==> src/pkg/dilpc_pkg.sv <==
// constants, types and decode functions of the interrupt and low-power controller
// assumes one core clock at the instruction rate; the input clock runs at half that rate
package dilpc_pkg;

  localparam int NUM_SRC = 11;
  localparam int IDX_W   = 4;
  localparam int MASK_W  = 10;
  localparam int CTRL_W  = 4;
  localparam int STAT_W  = 8;
  localparam int PTR_W   = 4;
  localparam int CNT_W   = 14;
  localparam int PIN_W   = 7;
  localparam int FLAG_W  = 6;

  // source index, also priority order (0 is highest)
  localparam logic [IDX_W-1:0] IDX_PWRDN   = 4'h0;
  localparam logic [IDX_W-1:0] IDX_EXT_SEL = 4'h1;
  localparam logic [IDX_W-1:0] IDX_LVL_B   = 4'h2;
  localparam logic [IDX_W-1:0] IDX_LVL_A   = 4'h3;
  localparam logic [IDX_W-1:0] IDX_SP0_TX  = 4'h4;
  localparam logic [IDX_W-1:0] IDX_SP0_RX  = 4'h5;
  localparam logic [IDX_W-1:0] IDX_EDGE    = 4'h6;
  localparam logic [IDX_W-1:0] IDX_BYTE_DMA = 4'h7;
  localparam logic [IDX_W-1:0] IDX_SP1_TX  = 4'h8;
  localparam logic [IDX_W-1:0] IDX_SP1_RX  = 4'h9;
  localparam logic [IDX_W-1:0] IDX_TIMER   = 4'ha;
  localparam logic [IDX_W-1:0] IDX_NONE    = 4'hf;
  localparam logic [NUM_SRC-1:0] ONE_SRC   = 11'h001;

  // vector addresses
  localparam logic [15:0] VEC_RESET    = 16'h0000;
  localparam logic [15:0] VEC_PWRDN    = 16'h002c;
  localparam logic [15:0] VEC_EXT_SEL  = 16'h0004;
  localparam logic [15:0] VEC_LVL_B    = 16'h0008;
  localparam logic [15:0] VEC_LVL_A    = 16'h000c;
  localparam logic [15:0] VEC_SP0_TX   = 16'h0010;
  localparam logic [15:0] VEC_SP0_RX   = 16'h0014;
  localparam logic [15:0] VEC_EDGE     = 16'h0018;
  localparam logic [15:0] VEC_BYTE_DMA = 16'h001c;
  localparam logic [15:0] VEC_SP1_TX   = 16'h0020;
  localparam logic [15:0] VEC_SP1_RX   = 16'h0024;
  localparam logic [15:0] VEC_TIMER    = 16'h0028;

  // int_ctrl_reg bit positions
  localparam int CTRL_EXT_EDGE  = 0;
  localparam int CTRL_ALTA_EDGE = 1;
  localparam int CTRL_ALTB_EDGE = 2;
  localparam int CTRL_NEST      = 3;

  // pin positions in the synchronised group
  localparam int PIN_EXT = 0;
  localparam int PIN_LVL_B = 1;
  localparam int PIN_LVL_A = 2;
  localparam int PIN_EDGE = 3;
  localparam int PIN_ALT_A = 4;
  localparam int PIN_ALT_B = 5;
  localparam int PIN_PWD = 6;
  localparam logic [PIN_W-1:0] PIN_IDLE = 7'h7f;

  // power-down recovery, in input clock cycles, then core cycles
  localparam int CORE_PER_INPUT_CLOCK  = 2;
  localparam int RECOVER_INPUT_CLOCK   = 400;
  localparam int OSC_START_INPUT_CLOCK = 4096;
  localparam int RECOVER_CYC     = RECOVER_INPUT_CLOCK * CORE_PER_INPUT_CLOCK;
  localparam int OSC_START_CYC   = OSC_START_INPUT_CLOCK * CORE_PER_INPUT_CLOCK;

  localparam logic [7:0] IDLE_DIV_BASE = 8'h10;
  localparam logic [PTR_W-1:0] STACK_DEPTH = 4'hc;
  localparam logic [STAT_W-1:0] STAT_RST = 8'h00;

  typedef enum logic [1:0] {ST_RUN, ST_IDLE, ST_PWRDN, ST_RECOVER} dilpc_state_t;

  // lowest set index, IDX_NONE when empty
  function automatic logic [IDX_W-1:0] dilpc_first(input logic [NUM_SRC-1:0] v);
    logic [IDX_W-1:0] r;
    r = IDX_NONE;
    for (int i = NUM_SRC - 1; i >= 0; i--) begin
      if (v[i]) r = IDX_W'(i);
    end
    return r;
  endfunction

  function automatic logic [15:0] dilpc_vector(input logic [IDX_W-1:0] idx);
    case (idx)
      IDX_PWRDN:    return VEC_PWRDN;
      IDX_EXT_SEL:  return VEC_EXT_SEL;
      IDX_LVL_B:    return VEC_LVL_B;
      IDX_LVL_A:    return VEC_LVL_A;
      IDX_SP0_TX:   return VEC_SP0_TX;
      IDX_SP0_RX:   return VEC_SP0_RX;
      IDX_EDGE:     return VEC_EDGE;
      IDX_BYTE_DMA: return VEC_BYTE_DMA;
      IDX_SP1_TX:   return VEC_SP1_TX;
      IDX_SP1_RX:   return VEC_SP1_RX;
      IDX_TIMER:    return VEC_TIMER;
      default:      return VEC_RESET;
    endcase
  endfunction

endpackage

==> src/pkg/dilpc_sel_if.sv <==
// selection path between the controller and its priority encoder
// assumes the controller drives clock, reset and the request vectors
`timescale 1ns/10ps
`default_nettype none
interface dilpc_sel_if;
  import dilpc_pkg::*;
  logic                 clk;
  logic                 rst_n;
  logic [NUM_SRC-1:0]   req;
  logic [NUM_SRC-1:0]   in_service;
  logic                 nest_en;
  logic                 valid;
  logic [IDX_W-1:0]     idx;
  modport enc  (input clk, rst_n, req, in_service, nest_en, output valid, idx);
  modport user (output clk, rst_n, req, in_service, nest_en, input valid, idx);
endinterface
`default_nettype wire

==> src/rtl/dilpc_sync.sv <==
// two-flop synchroniser for a group of asynchronous pins
// assumes pins idle at RST_VAL
`timescale 1ns/10ps
`default_nettype none
module dilpc_sync #(
  parameter int         W       = 1,
  parameter logic [W-1:0] RST_VAL = '0
) (
  input  wire logic         clk,
  input  wire logic         rst_n,
  input  wire logic [W-1:0] d,
  output var  logic [W-1:0] q
);
  logic [W-1:0] meta;

  always_ff @(posedge clk or negedge rst_n) begin
    if (!rst_n) begin
      meta <= RST_VAL;
      q    <= RST_VAL;
    end else begin
      meta <= d;
      q    <= meta;
    end
  end
endmodule // dilpc_sync
`default_nettype wire

==> src/rtl/dilpc_prio.sv <==
// priority encoder with nesting check against the handlers in service
// assumes requests already masked and gated by the controller
`timescale 1ns/10ps
`default_nettype none
module dilpc_prio
  import dilpc_pkg::*;
(
  dilpc_sel_if.enc sel
);
  logic [IDX_W-1:0] cand;
  logic [IDX_W-1:0] top_is;

  always_comb begin
    cand      = dilpc_first(sel.req);
    top_is    = dilpc_first(sel.in_service);
    sel.idx   = cand;
    // nested: only strictly higher priority preempts; else wait for none in service
    sel.valid = (sel.req != '0) &&
                ((sel.in_service == '0) || (sel.nest_en && (cand < top_is)));
  end
endmodule // dilpc_prio
`default_nettype wire

==> src/rtl/dilpc_ctrl.sv <==
// interrupt controller and low-power sequencer of the dsp core
// assumes pins are asynchronous and active low; sequencer strobes are one-cycle pulses
`timescale 1ns/10ps
`default_nettype none
module dilpc_ctrl
  import dilpc_pkg::*;
#(
  parameter int unsigned OSC_WAIT_CYC = OSC_START_CYC
) (
  // clock and reset
  input  wire logic              I_CORE_CLK,
  input  wire logic              I_RSTN,
  // interrupt pins, active low, asynchronous
  input  wire logic              I_EXT_IRQ_SEL_N,
  input  wire logic              I_LEVEL_IRQ_B_N,
  input  wire logic              I_LEVEL_IRQ_A_N,
  input  wire logic              I_EDGE_IRQ_N,
  input  wire logic              I_ALT_IRQ_A_N,
  input  wire logic              I_ALT_IRQ_B_N,
  input  wire logic              I_POWERDOWN_PIN_N,
  // programmable flag drive of the shared pins
  input  wire logic [FLAG_W-1:0] I_FLAG_OE,
  input  wire logic [FLAG_W-1:0] I_FLAG_VAL,
  // on-chip peripheral request pulses
  input  wire logic              I_SP0_TX,
  input  wire logic              I_SP0_RX,
  input  wire logic              I_BYTE_DMA,
  input  wire logic              I_SP1_TX,
  input  wire logic              I_SP1_RX,
  input  wire logic              I_TIMER,
  input  wire logic              I_SP1_RECONFIG,
  // control words
  input  wire logic [MASK_W-1:0] I_INT_MASK,
  input  wire logic              I_MASK_WR,
  input  wire logic [CTRL_W-1:0] I_INT_CTRL,
  input  wire logic              I_FORCE_CLR_WR,
  input  wire logic [NUM_SRC-1:0] I_FORCE_BITS,
  input  wire logic [NUM_SRC-1:0] I_CLEAR_BITS,
  input  wire logic              I_CONTEXT_KEEP,
  input  wire logic              I_OSC_OFF,
  // sequencer strobes
  input  wire logic              I_INT_ACK,
  input  wire logic              I_RTI,
  input  wire logic              I_NEST_PUSH,
  input  wire logic              I_NEST_POP,
  input  wire logic [STAT_W-1:0] I_STATUS,
  input  wire logic              I_GLOBAL_INT_ENABLE_OP,
  input  wire logic              I_GLOBAL_INT_DISABLE_OP,
  input  wire logic              I_IDLE,
  input  wire logic              I_IDLE_DIV_EN,
  input  wire logic [1:0]        I_IDLE_DIV,
  input  wire logic              I_PWRDN_ENTER,
  // answers to the sequencer
  output var  logic              O_INT_REQ,
  output var  logic [15:0]       O_INT_VECTOR,
  output var  logic [STAT_W-1:0] O_STATUS_OUT,
  output var  logic              O_STACK_FULL,
  output var  logic              O_GLOBAL_EN,
  output var  logic              O_STALL,
  output var  logic              O_SCALED_TICK,
  output var  logic              O_RESUME,
  output var  logic              O_CONTEXT_CLEAR,
  output var  logic              O_PWRDN_ACK
);
  logic               rst_meta;
  logic               rst_n;
  logic [PIN_W-1:0]   pin_raw;
  logic [PIN_W-1:0]   pin_sync;
  logic [PIN_W-1:0]   act;
  logic [PIN_W-1:0]   act_q;
  logic [PIN_W-1:0]   fall;
  logic [NUM_SRC-1:0] pend;
  logic [NUM_SRC-1:0] lvl;
  logic [NUM_SRC-1:0] set;
  logic [NUM_SRC-1:0] clr;
  logic [NUM_SRC-1:0] masked;
  logic [NUM_SRC-1:0] mask_ext;
  logic [NUM_SRC-1:0] mask_ext_q;
  logic [NUM_SRC-1:0] in_service;
  logic [NUM_SRC-1:0] ack_hot;
  logic [IDX_W-1:0]   cur_idx;
  logic               cur_is_reset;
  logic               reset_pend;
  logic               mask_block;
  logic               global_en;
  logic               ack;
  logic               wake_any;
  logic               can_serve;
  dilpc_state_t       st;
  dilpc_state_t       next_st;
  logic [CNT_W-1:0]   cnt;
  logic [CNT_W-1:0]   wait_q;
  logic               div_on;
  logic [1:0]         div_code;
  logic [7:0]         div_cnt;
  logic [7:0]         div_n;
  logic               tick;
  logic [STAT_W-1:0]  stk [STACK_DEPTH];
  logic [PTR_W-1:0]   ptr;
  logic [PTR_W-1:0]   next_ptr;
  logic               push;
  logic               pop;
  logic [7:0]         idle_wait;

  dilpc_sel_if sel ();

  always_ff @(posedge I_CORE_CLK or negedge I_RSTN) begin
    if (!I_RSTN) begin
      rst_meta <= 1'b0;
      rst_n    <= 1'b0;
    end else begin
      rst_meta <= 1'b1;
      rst_n    <= rst_meta;
    end
  end

  assign pin_raw = {I_POWERDOWN_PIN_N, I_ALT_IRQ_B_N, I_ALT_IRQ_A_N, I_EDGE_IRQ_N,
                    I_LEVEL_IRQ_A_N, I_LEVEL_IRQ_B_N, I_EXT_IRQ_SEL_N};

  dilpc_sync #(.W(PIN_W), .RST_VAL(PIN_IDLE)) u_sync (
    .clk   (I_CORE_CLK),
    .rst_n (rst_n),
    .d     (pin_raw),
    .q     (pin_sync)
  );

  // a pin driven as flag output still requests, as if driven from outside
  always_comb begin
    act = ~pin_sync;
    for (int i = 0; i < FLAG_W; i++) begin
      if (I_FLAG_OE[i]) act[i] = ~I_FLAG_VAL[i];
    end
    fall = act & ~act_q;
  end

  always_ff @(posedge I_CORE_CLK or negedge rst_n) begin
    if (!rst_n) act_q <= '0;
    else        act_q <= act;
  end

  // level and edge sources; alt pins replace serial port one when reconfigured
  always_comb begin
    lvl = '0;
    set = '0;
    lvl[IDX_EXT_SEL]  = act[PIN_EXT] & ~I_INT_CTRL[CTRL_EXT_EDGE];
    lvl[IDX_LVL_B]    = act[PIN_LVL_B];
    lvl[IDX_LVL_A]    = act[PIN_LVL_A];
    lvl[IDX_SP1_TX]   = I_SP1_RECONFIG & act[PIN_ALT_B] & ~I_INT_CTRL[CTRL_ALTB_EDGE];
    lvl[IDX_SP1_RX]   = I_SP1_RECONFIG & act[PIN_ALT_A] & ~I_INT_CTRL[CTRL_ALTA_EDGE];
    set[IDX_PWRDN]    = fall[PIN_PWD];
    set[IDX_EXT_SEL]  = fall[PIN_EXT] & I_INT_CTRL[CTRL_EXT_EDGE];
    set[IDX_SP0_TX]   = I_SP0_TX;
    set[IDX_SP0_RX]   = I_SP0_RX;
    set[IDX_EDGE]     = fall[PIN_EDGE];
    set[IDX_BYTE_DMA] = I_BYTE_DMA;
    set[IDX_SP1_TX]   = I_SP1_RECONFIG ? (fall[PIN_ALT_B] & I_INT_CTRL[CTRL_ALTB_EDGE])
                                       : I_SP1_TX;
    set[IDX_SP1_RX]   = I_SP1_RECONFIG ? (fall[PIN_ALT_A] & I_INT_CTRL[CTRL_ALTA_EDGE])
                                       : I_SP1_RX;
    set[IDX_TIMER]    = I_TIMER;
    if (I_FORCE_CLR_WR) set = set | I_FORCE_BITS;
  end

  assign ack     = I_INT_ACK & O_INT_REQ;
  assign ack_hot = (ack && !cur_is_reset) ? (ONE_SRC << cur_idx) : '0;

  always_comb begin
    clr = ack_hot;
    if (I_FORCE_CLR_WR) clr = clr | I_CLEAR_BITS;
  end

  // set wins over clear
  always_ff @(posedge I_CORE_CLK or negedge rst_n) begin
    if (!rst_n) pend <= '0;
    else        pend <= (pend & ~clr) | set;
  end

  assign mask_ext  = {I_INT_MASK, 1'b1};
  assign masked    = (pend | lvl) & mask_ext;
  assign wake_any  = (masked != '0) && global_en;
  assign can_serve = global_en && !mask_block && (st == ST_RUN) && !reset_pend;

  assign sel.clk        = I_CORE_CLK;
  assign sel.rst_n      = rst_n;
  assign sel.req        = can_serve ? masked : '0;
  assign sel.in_service = in_service;
  assign sel.nest_en    = I_INT_CTRL[CTRL_NEST];

  dilpc_prio u_prio (
    .sel (sel)
  );

  always_ff @(posedge I_CORE_CLK or negedge rst_n) begin
    if (!rst_n) mask_block <= 1'b0;
    else        mask_block <= I_MASK_WR;
  end

  always_ff @(posedge I_CORE_CLK or negedge rst_n) begin
    if (!rst_n)          global_en <= 1'b1;
    else if (I_GLOBAL_INT_ENABLE_OP) global_en <= 1'b1;
    else if (I_GLOBAL_INT_DISABLE_OP) global_en <= 1'b0;
  end

  // reset vector pending after reset and after a context-clearing wake
  always_ff @(posedge I_CORE_CLK or negedge rst_n) begin
    if (!rst_n) reset_pend <= 1'b1;
    else if (st == ST_RECOVER && next_st == ST_RUN && !I_CONTEXT_KEEP) reset_pend <= 1'b1;
    else if (ack && cur_is_reset) reset_pend <= 1'b0;
  end

  // request is withdrawn in the cycle after an ack to avoid a repeat
  always_ff @(posedge I_CORE_CLK or negedge rst_n) begin
    if (!rst_n) begin
      O_INT_REQ    <= 1'b0;
      O_INT_VECTOR <= VEC_RESET;
      cur_idx      <= IDX_NONE;
      cur_is_reset <= 1'b0;
      mask_ext_q   <= '0;
    end else begin
      O_INT_REQ    <= ((reset_pend && st == ST_RUN) || sel.valid) && !ack;
      O_INT_VECTOR <= reset_pend ? VEC_RESET : dilpc_vector(sel.idx);
      cur_idx      <= sel.idx;
      cur_is_reset <= reset_pend;
      mask_ext_q   <= mask_ext;
    end
  end

  always_ff @(posedge I_CORE_CLK or negedge rst_n) begin
    if (!rst_n) in_service <= '0;
    else if (I_RTI) in_service <= (in_service & ~(ONE_SRC << dilpc_first(in_service))) | ack_hot;
    else in_service <= in_service | ack_hot;
  end

  // status stack, shared with loop and call nesting
  assign push = ack | I_NEST_PUSH;
  assign pop  = I_RTI | I_NEST_POP;
  always_comb begin
    next_ptr = ptr;
    if (push && ptr < STACK_DEPTH) next_ptr = ptr + 4'h1;
    else if (pop && !push && ptr != '0) next_ptr = ptr - 4'h1;
  end

  always_ff @(posedge I_CORE_CLK) begin
    if (push && ptr < STACK_DEPTH) stk[ptr] <= I_STATUS;
  end

  always_ff @(posedge I_CORE_CLK or negedge rst_n) begin
    if (!rst_n) begin
      ptr          <= '0;
      O_STATUS_OUT <= STAT_RST;
      O_STACK_FULL <= 1'b0;
    end else begin
      ptr          <= next_ptr;
      O_STACK_FULL <= (next_ptr == STACK_DEPTH);
      if (pop && !push && ptr != '0) O_STATUS_OUT <= stk[ptr - 4'h1];
    end
  end

  // divided idle tick, n = 16 << code
  assign div_n = IDLE_DIV_BASE << div_code;
  assign tick  = (div_cnt == div_n - 8'h01);

  always_ff @(posedge I_CORE_CLK or negedge rst_n) begin
    if (!rst_n) div_cnt <= '0;
    else if (st != ST_IDLE || !div_on || tick) div_cnt <= '0;
    else div_cnt <= div_cnt + 8'h01;
  end

  always_comb begin
    next_st = st;
    case (st)
      ST_RUN: begin
        if (I_PWRDN_ENTER) next_st = ST_PWRDN;
        else if (I_IDLE)   next_st = ST_IDLE;
      end
      ST_IDLE: begin
        if (wake_any && (!div_on || tick)) next_st = ST_RUN;
      end
      ST_PWRDN: begin
        if (fall[PIN_PWD]) next_st = ST_RECOVER;
      end
      ST_RECOVER: begin
        if (cnt == wait_q - 14'h0001) next_st = ST_RUN;
      end
      default: next_st = ST_RUN;
    endcase
  end

  // async reset also ends power-down
  always_ff @(posedge I_CORE_CLK or negedge rst_n) begin
    if (!rst_n) st <= ST_RUN;
    else        st <= next_st;
  end

  always_ff @(posedge I_CORE_CLK or negedge rst_n) begin
    if (!rst_n) begin
      div_on   <= 1'b0;
      div_code <= 2'h0;
    end else if (st == ST_RUN && I_IDLE && !I_PWRDN_ENTER) begin
      div_on   <= I_IDLE_DIV_EN;
      div_code <= I_IDLE_DIV;
    end
  end

  always_ff @(posedge I_CORE_CLK or negedge rst_n) begin
    if (!rst_n) begin
      cnt    <= '0;
      wait_q <= CNT_W'(RECOVER_CYC);
    end else if (st == ST_PWRDN) begin
      cnt    <= '0;
      wait_q <= I_OSC_OFF ? CNT_W'(OSC_WAIT_CYC) : CNT_W'(RECOVER_CYC);
    end else if (st == ST_RECOVER) begin
      cnt    <= cnt + 14'h0001;
    end
  end

  always_ff @(posedge I_CORE_CLK or negedge rst_n) begin
    if (!rst_n) begin
      O_STALL         <= 1'b0;
      O_PWRDN_ACK     <= 1'b0;
      O_RESUME        <= 1'b0;
      O_CONTEXT_CLEAR <= 1'b0;
      O_SCALED_TICK   <= 1'b0;
      O_GLOBAL_EN     <= 1'b1;
    end else begin
      O_STALL         <= (next_st != ST_RUN);
      O_PWRDN_ACK     <= (next_st == ST_PWRDN);
      O_RESUME        <= (st == ST_RECOVER) && (next_st == ST_RUN);
      O_CONTEXT_CLEAR <= (st == ST_RECOVER) && (next_st == ST_RUN) && !I_CONTEXT_KEEP;
      O_SCALED_TICK   <= (st == ST_RUN) || (st == ST_IDLE && (!div_on || tick));
      O_GLOBAL_EN     <= global_en;
    end
  end

  // cycles an unmasked request has waited in idle
  always_ff @(posedge I_CORE_CLK or negedge rst_n) begin
    if (!rst_n) idle_wait <= '0;
    else if (st == ST_IDLE && wake_any && next_st == ST_IDLE) idle_wait <= idle_wait + 8'h01;
    else idle_wait <= '0;
  end
endmodule // dilpc_ctrl
`default_nettype wire

==> config.mk <==
export PLATFORM = sky130hd
export DESIGN_NAME = dilpc_ctrl
export DESIGN_NICKNAME = d
export VERILOG_FILES = /design/src/pkg/dilpc_pkg.sv /design/src/pkg/dilpc_sel_if.sv /design/src/rtl/dilpc_sync.sv /design/src/rtl/dilpc_prio.sv /design/src/rtl/dilpc_ctrl.sv
export SDC_FILE = /design/constraint.sdc
export NUM_CORES = 1
export LEC_CHECK = 0
export ABC_AREA = 1
export BUFFER_PORTS_ARGS = -buffer_cell sky130_fd_sc_hd__buf_2
export CAP_MARGIN = 20
export CORE_ASPECT_RATIO = 1.75
export CORE_UTILIZATION = 35
export DETAILED_ROUTE_END_ITERATION = 7
export HOLD_SLACK_MARGIN = 0.06
export PLACE_DENSITY = 0.63
export SYNTH_ARGS = -nofsm -noshare
export SYNTH_HDL_FRONTEND = slang
export SYNTH_SLANG_ARGS = --single-unit
==> constraint.sdc <==
create_clock -name I_CORE_CLK -period 2.98 [get_ports I_CORE_CLK]
set_input_delay 0.894 -clock I_CORE_CLK [delete_from_list [all_inputs] [get_ports I_CORE_CLK]]
set_output_delay 0.894 -clock I_CORE_CLK [all_outputs]
set_load 0.005 [all_outputs]
==> out/qor.yml <==
run_status:
  status: "complete, no violations"
synthesis:
  synthDistinctLibCells: 53
  yosys-top-cells-area: "edfxtp_1 33%, dfrtp_1 23%, dfstp_2 6.6%"
  synthCells: 846
  synth_async_sr_flop_share_pct: 52.0
  synth_seq_area_share_pct: 63.1
  yosys_most_used_dff: "edfxtp_1"
  synth_top_area_share_pct: 33.0
  yosysWarnings: 0
  synth-edff-count: 96
  synth_seq_cells: 200
  synthesis.area_um2: 8740
  synth_top_cell_by_area: "edfxtp_1"
  avgSynthCellArea_um2: 10.3
grt:
  grt_overflow: 0
  grt_max_degree: 63
  grt_antenna_before_repair: 1
  grtUsageTotal_pct: 17.4
  grt_pass1_wl_um: 33600
  grt_pass1_vias: 6691
critical_path:
  start_kind: "flop"
  critical_path_class: "reg2reg"
  r2r_slack_ns: 0.48
  critPathSlowestCell: "dfrtp_1"
  crit_required_ns: 3.35
  r2r_cells: 14
  crit_top_cell: "nand2_1"
  r2r-end: "O_INT_REQ$_DFF_PN0_"
  worstSetupEndpointType: "flop"
  worstReg2RegStart: "st[1]$_DFF_PN0_"
  cp_max_fo: 11
  arrival_ns: 2.87
  crit_chain: "nor2_4 -> inv_2 -> nor4_4 -> nand3_1 -> nand2_1 -> a21oi_1 -> inv_2 -> nor2_1 -> ha_1 -> a211oi_1 -> nand2_1 -> nand2_1 -> nand2_1 -> a21oi_2"
  cp_slowest_stage_delay_ns: 0.52
placement:
  dp_hpwl_um: 15000
  routabilityCongestion: 0.877
  post-place-ws_ns: 0.161
  io_buffers: 106
drt:
  postRouteAntennaNets: 0
  drc: 0
  vias_per_cell: 4.91
  first_iter_violations: 274
  vias: 6391
  first_pass_iters: 6
  wl_per_cell_um: 15.7
  wl_um: 20400
clocking:
  clk_latency_ns: 0.45
  cts_tree: "done"
  cts_buffer_depth: 2
  htree_levels: 4
  cts.reportedPaths.clkPinSlew_ns: 0.07
  postCtsHoldBufs: 0
  post_cts_buffers: 0
  cts_buffers: 17
  cts_resized: 0
  cts-root-buf: "clkbuf_16"
  clock_sinks: 200
pwr:
  power_density_nw_per_um2: 767
  max-vdd-ir-drop_mv: 0.390
  p_total_w: 0.00794
  power_leakage_nw: 4.51
run:
  cap_violations: 0
floorplanning:
  die_h_um: 211
  fp.dieArea_um2: 25600
  dieWidth_um: 121
  pin_count: 119
  start_util_pct: 35.6
  num_rows: 76
  coreArea_um2: 24500
sta:
  fin_hold_ws_ns: 0.233
  fin_crit_ns: 2.50
  min_period_over_period_pct: 83.8
  slew_headroom_pct: 45.3
  fin_ws_ns: 0.483
  rsz0062_at_grt: "false"
  worst_pin_slew_ns: 0.820
  hold_viol: 0
  timing.fmax_mhz: 401
  finClkSkew_ns: 0.0165
  slew_viol_final: 0
  setup_tns_ns: 0
  finalSetupViolCount: 0
cells_and_area:
  final_nets: 1071
  area.growth.synth_to_final_pct: 18.6
  most-common-layout-cells: "138 x nand2_1, 106 x buf_2, 100 x nor2_1"
  layout_commonest_cell: "nand2_1"
  drive_gt1_share_pct: 21.4
min_path:
  hp-class: "in2async"
## final cells by class
cell class	instances	area [um^2]
Antenna cell	1	2.50
Timing Repair Buffer	136	756
Multi-Input combinational cell	527	2730
Tap cell	312	390
Inverter	93	349
Sequential cell	200	5520
Fill cell	2381	14200
Clock inverter	14	180
Clock buffer	18	439
## synthesized netlist by cell type (3+ instances only)
cell type	instances
a32o_1	10
o221ai_1	9
a22oi_1	3
clkbuf_1	19
nand3_1	35
o21ai_0	56
buf_4	13
nor2_1	100
nand4_1	9
dfstp_2	22
ha_1	9
a21oi_1	37
buf_2	3
nand2_1	138
edfxtp_1	96
dfrtp_1	82
nor3_1	31
inv_2	5
o22ai_1	10
o21a_1	3
inv_1	88
xor2_1	7
o211ai_1	15
## logic make-up (layout without fill, tap and decap cells)
kind of cell | Yosys count | in the layout | share of synthesized area, %
other cells | 2 | 14 | 0.0859
flops | 200 | 200 | 63.1
buf+inv | 130 | 261 | 6.19
mux | 4 | 4 | 0.487
xor+xnor | 7 | 7 | 0.702
fa+ha+maj | 10 | 10 | 1.42
compound gates | 161 | 161 | 11.5
simple gates | 332 | 332 | 16.5
## power by group
group	internal [W]	switching, W	leakage (nW)	total (W)
registers	0.00316	0.000133	2.10	0.00330
clock network	0.00130	0.00108	0.303	0.00238
logic	0.000831	0.00144	2.10	0.00227
## registers in the layout, indices dropped and copies added, names as in the netlist, 4 cells and up
signal and cells:
pend 11, in_service 11, O_INT_VECTOR 4, cur_idx 4, cnt 14, u_sync.meta 7, stk 96, div_cnt 8
O_STATUS_OUT 8, act_q 5, ptr 4, u_sync.q 7
## stage by stage
stage	std cells	instance area [um^2]	util, %
floorplan	857	8780	-
global placement	1268	9740	39.7
detailed placement	1268	9740	39.7
CTS	1300	10400	42.2
global route	1301	10400	42.2
finish	1301	10400	42.2
## per-layer routing
| layer | part of all wire [%] | track usage [%] |
|---|---|---|
| met5 | 0 | 0 |
| met4 | 3.6 | 8.60 |
| met3 | 3.1 | 3.43 |
| met2 | 56 | 33.0 |
| met1 | 37 | 17.7 |
## critical path, delay by kind of cell (launching register included)
family | cells | cell delay [ns]
AND/OR/NAND/NOR | 8 | 1.03
flip-flops | 1 | 0.52
AO/OA/AOI/OAI | 3 | 0.43
adder cells (fa/ha/maj) | 1 | 0.31
buffers and inverters | 2 | 0.16
## worst max-delay path by stage
stage	from	endpoint	slack, ns	cells after the start
global placement	I_FLAG_OE[2]	O_INT_REQ$_DFF_PN0_	0.26	14
detailed placement	I_FLAG_OE[2]	O_INT_REQ$_DFF_PN0_	0.16	14
CTS	st[1]$_DFF_PN0_	O_INT_REQ$_DFF_PN0_	0.46	14
finish	st[1]$_DFF_PN0_	O_INT_REQ$_DFF_PN0_	0.48	14
floorplan	I_FLAG_OE[1]	O_INT_REQ$_DFF_PN0_	0.28	13
global route	st[1]$_DFF_PN0_	O_INT_REQ$_DFF_PN0_	0.21	14
Power figures use the tool's default switching activity.
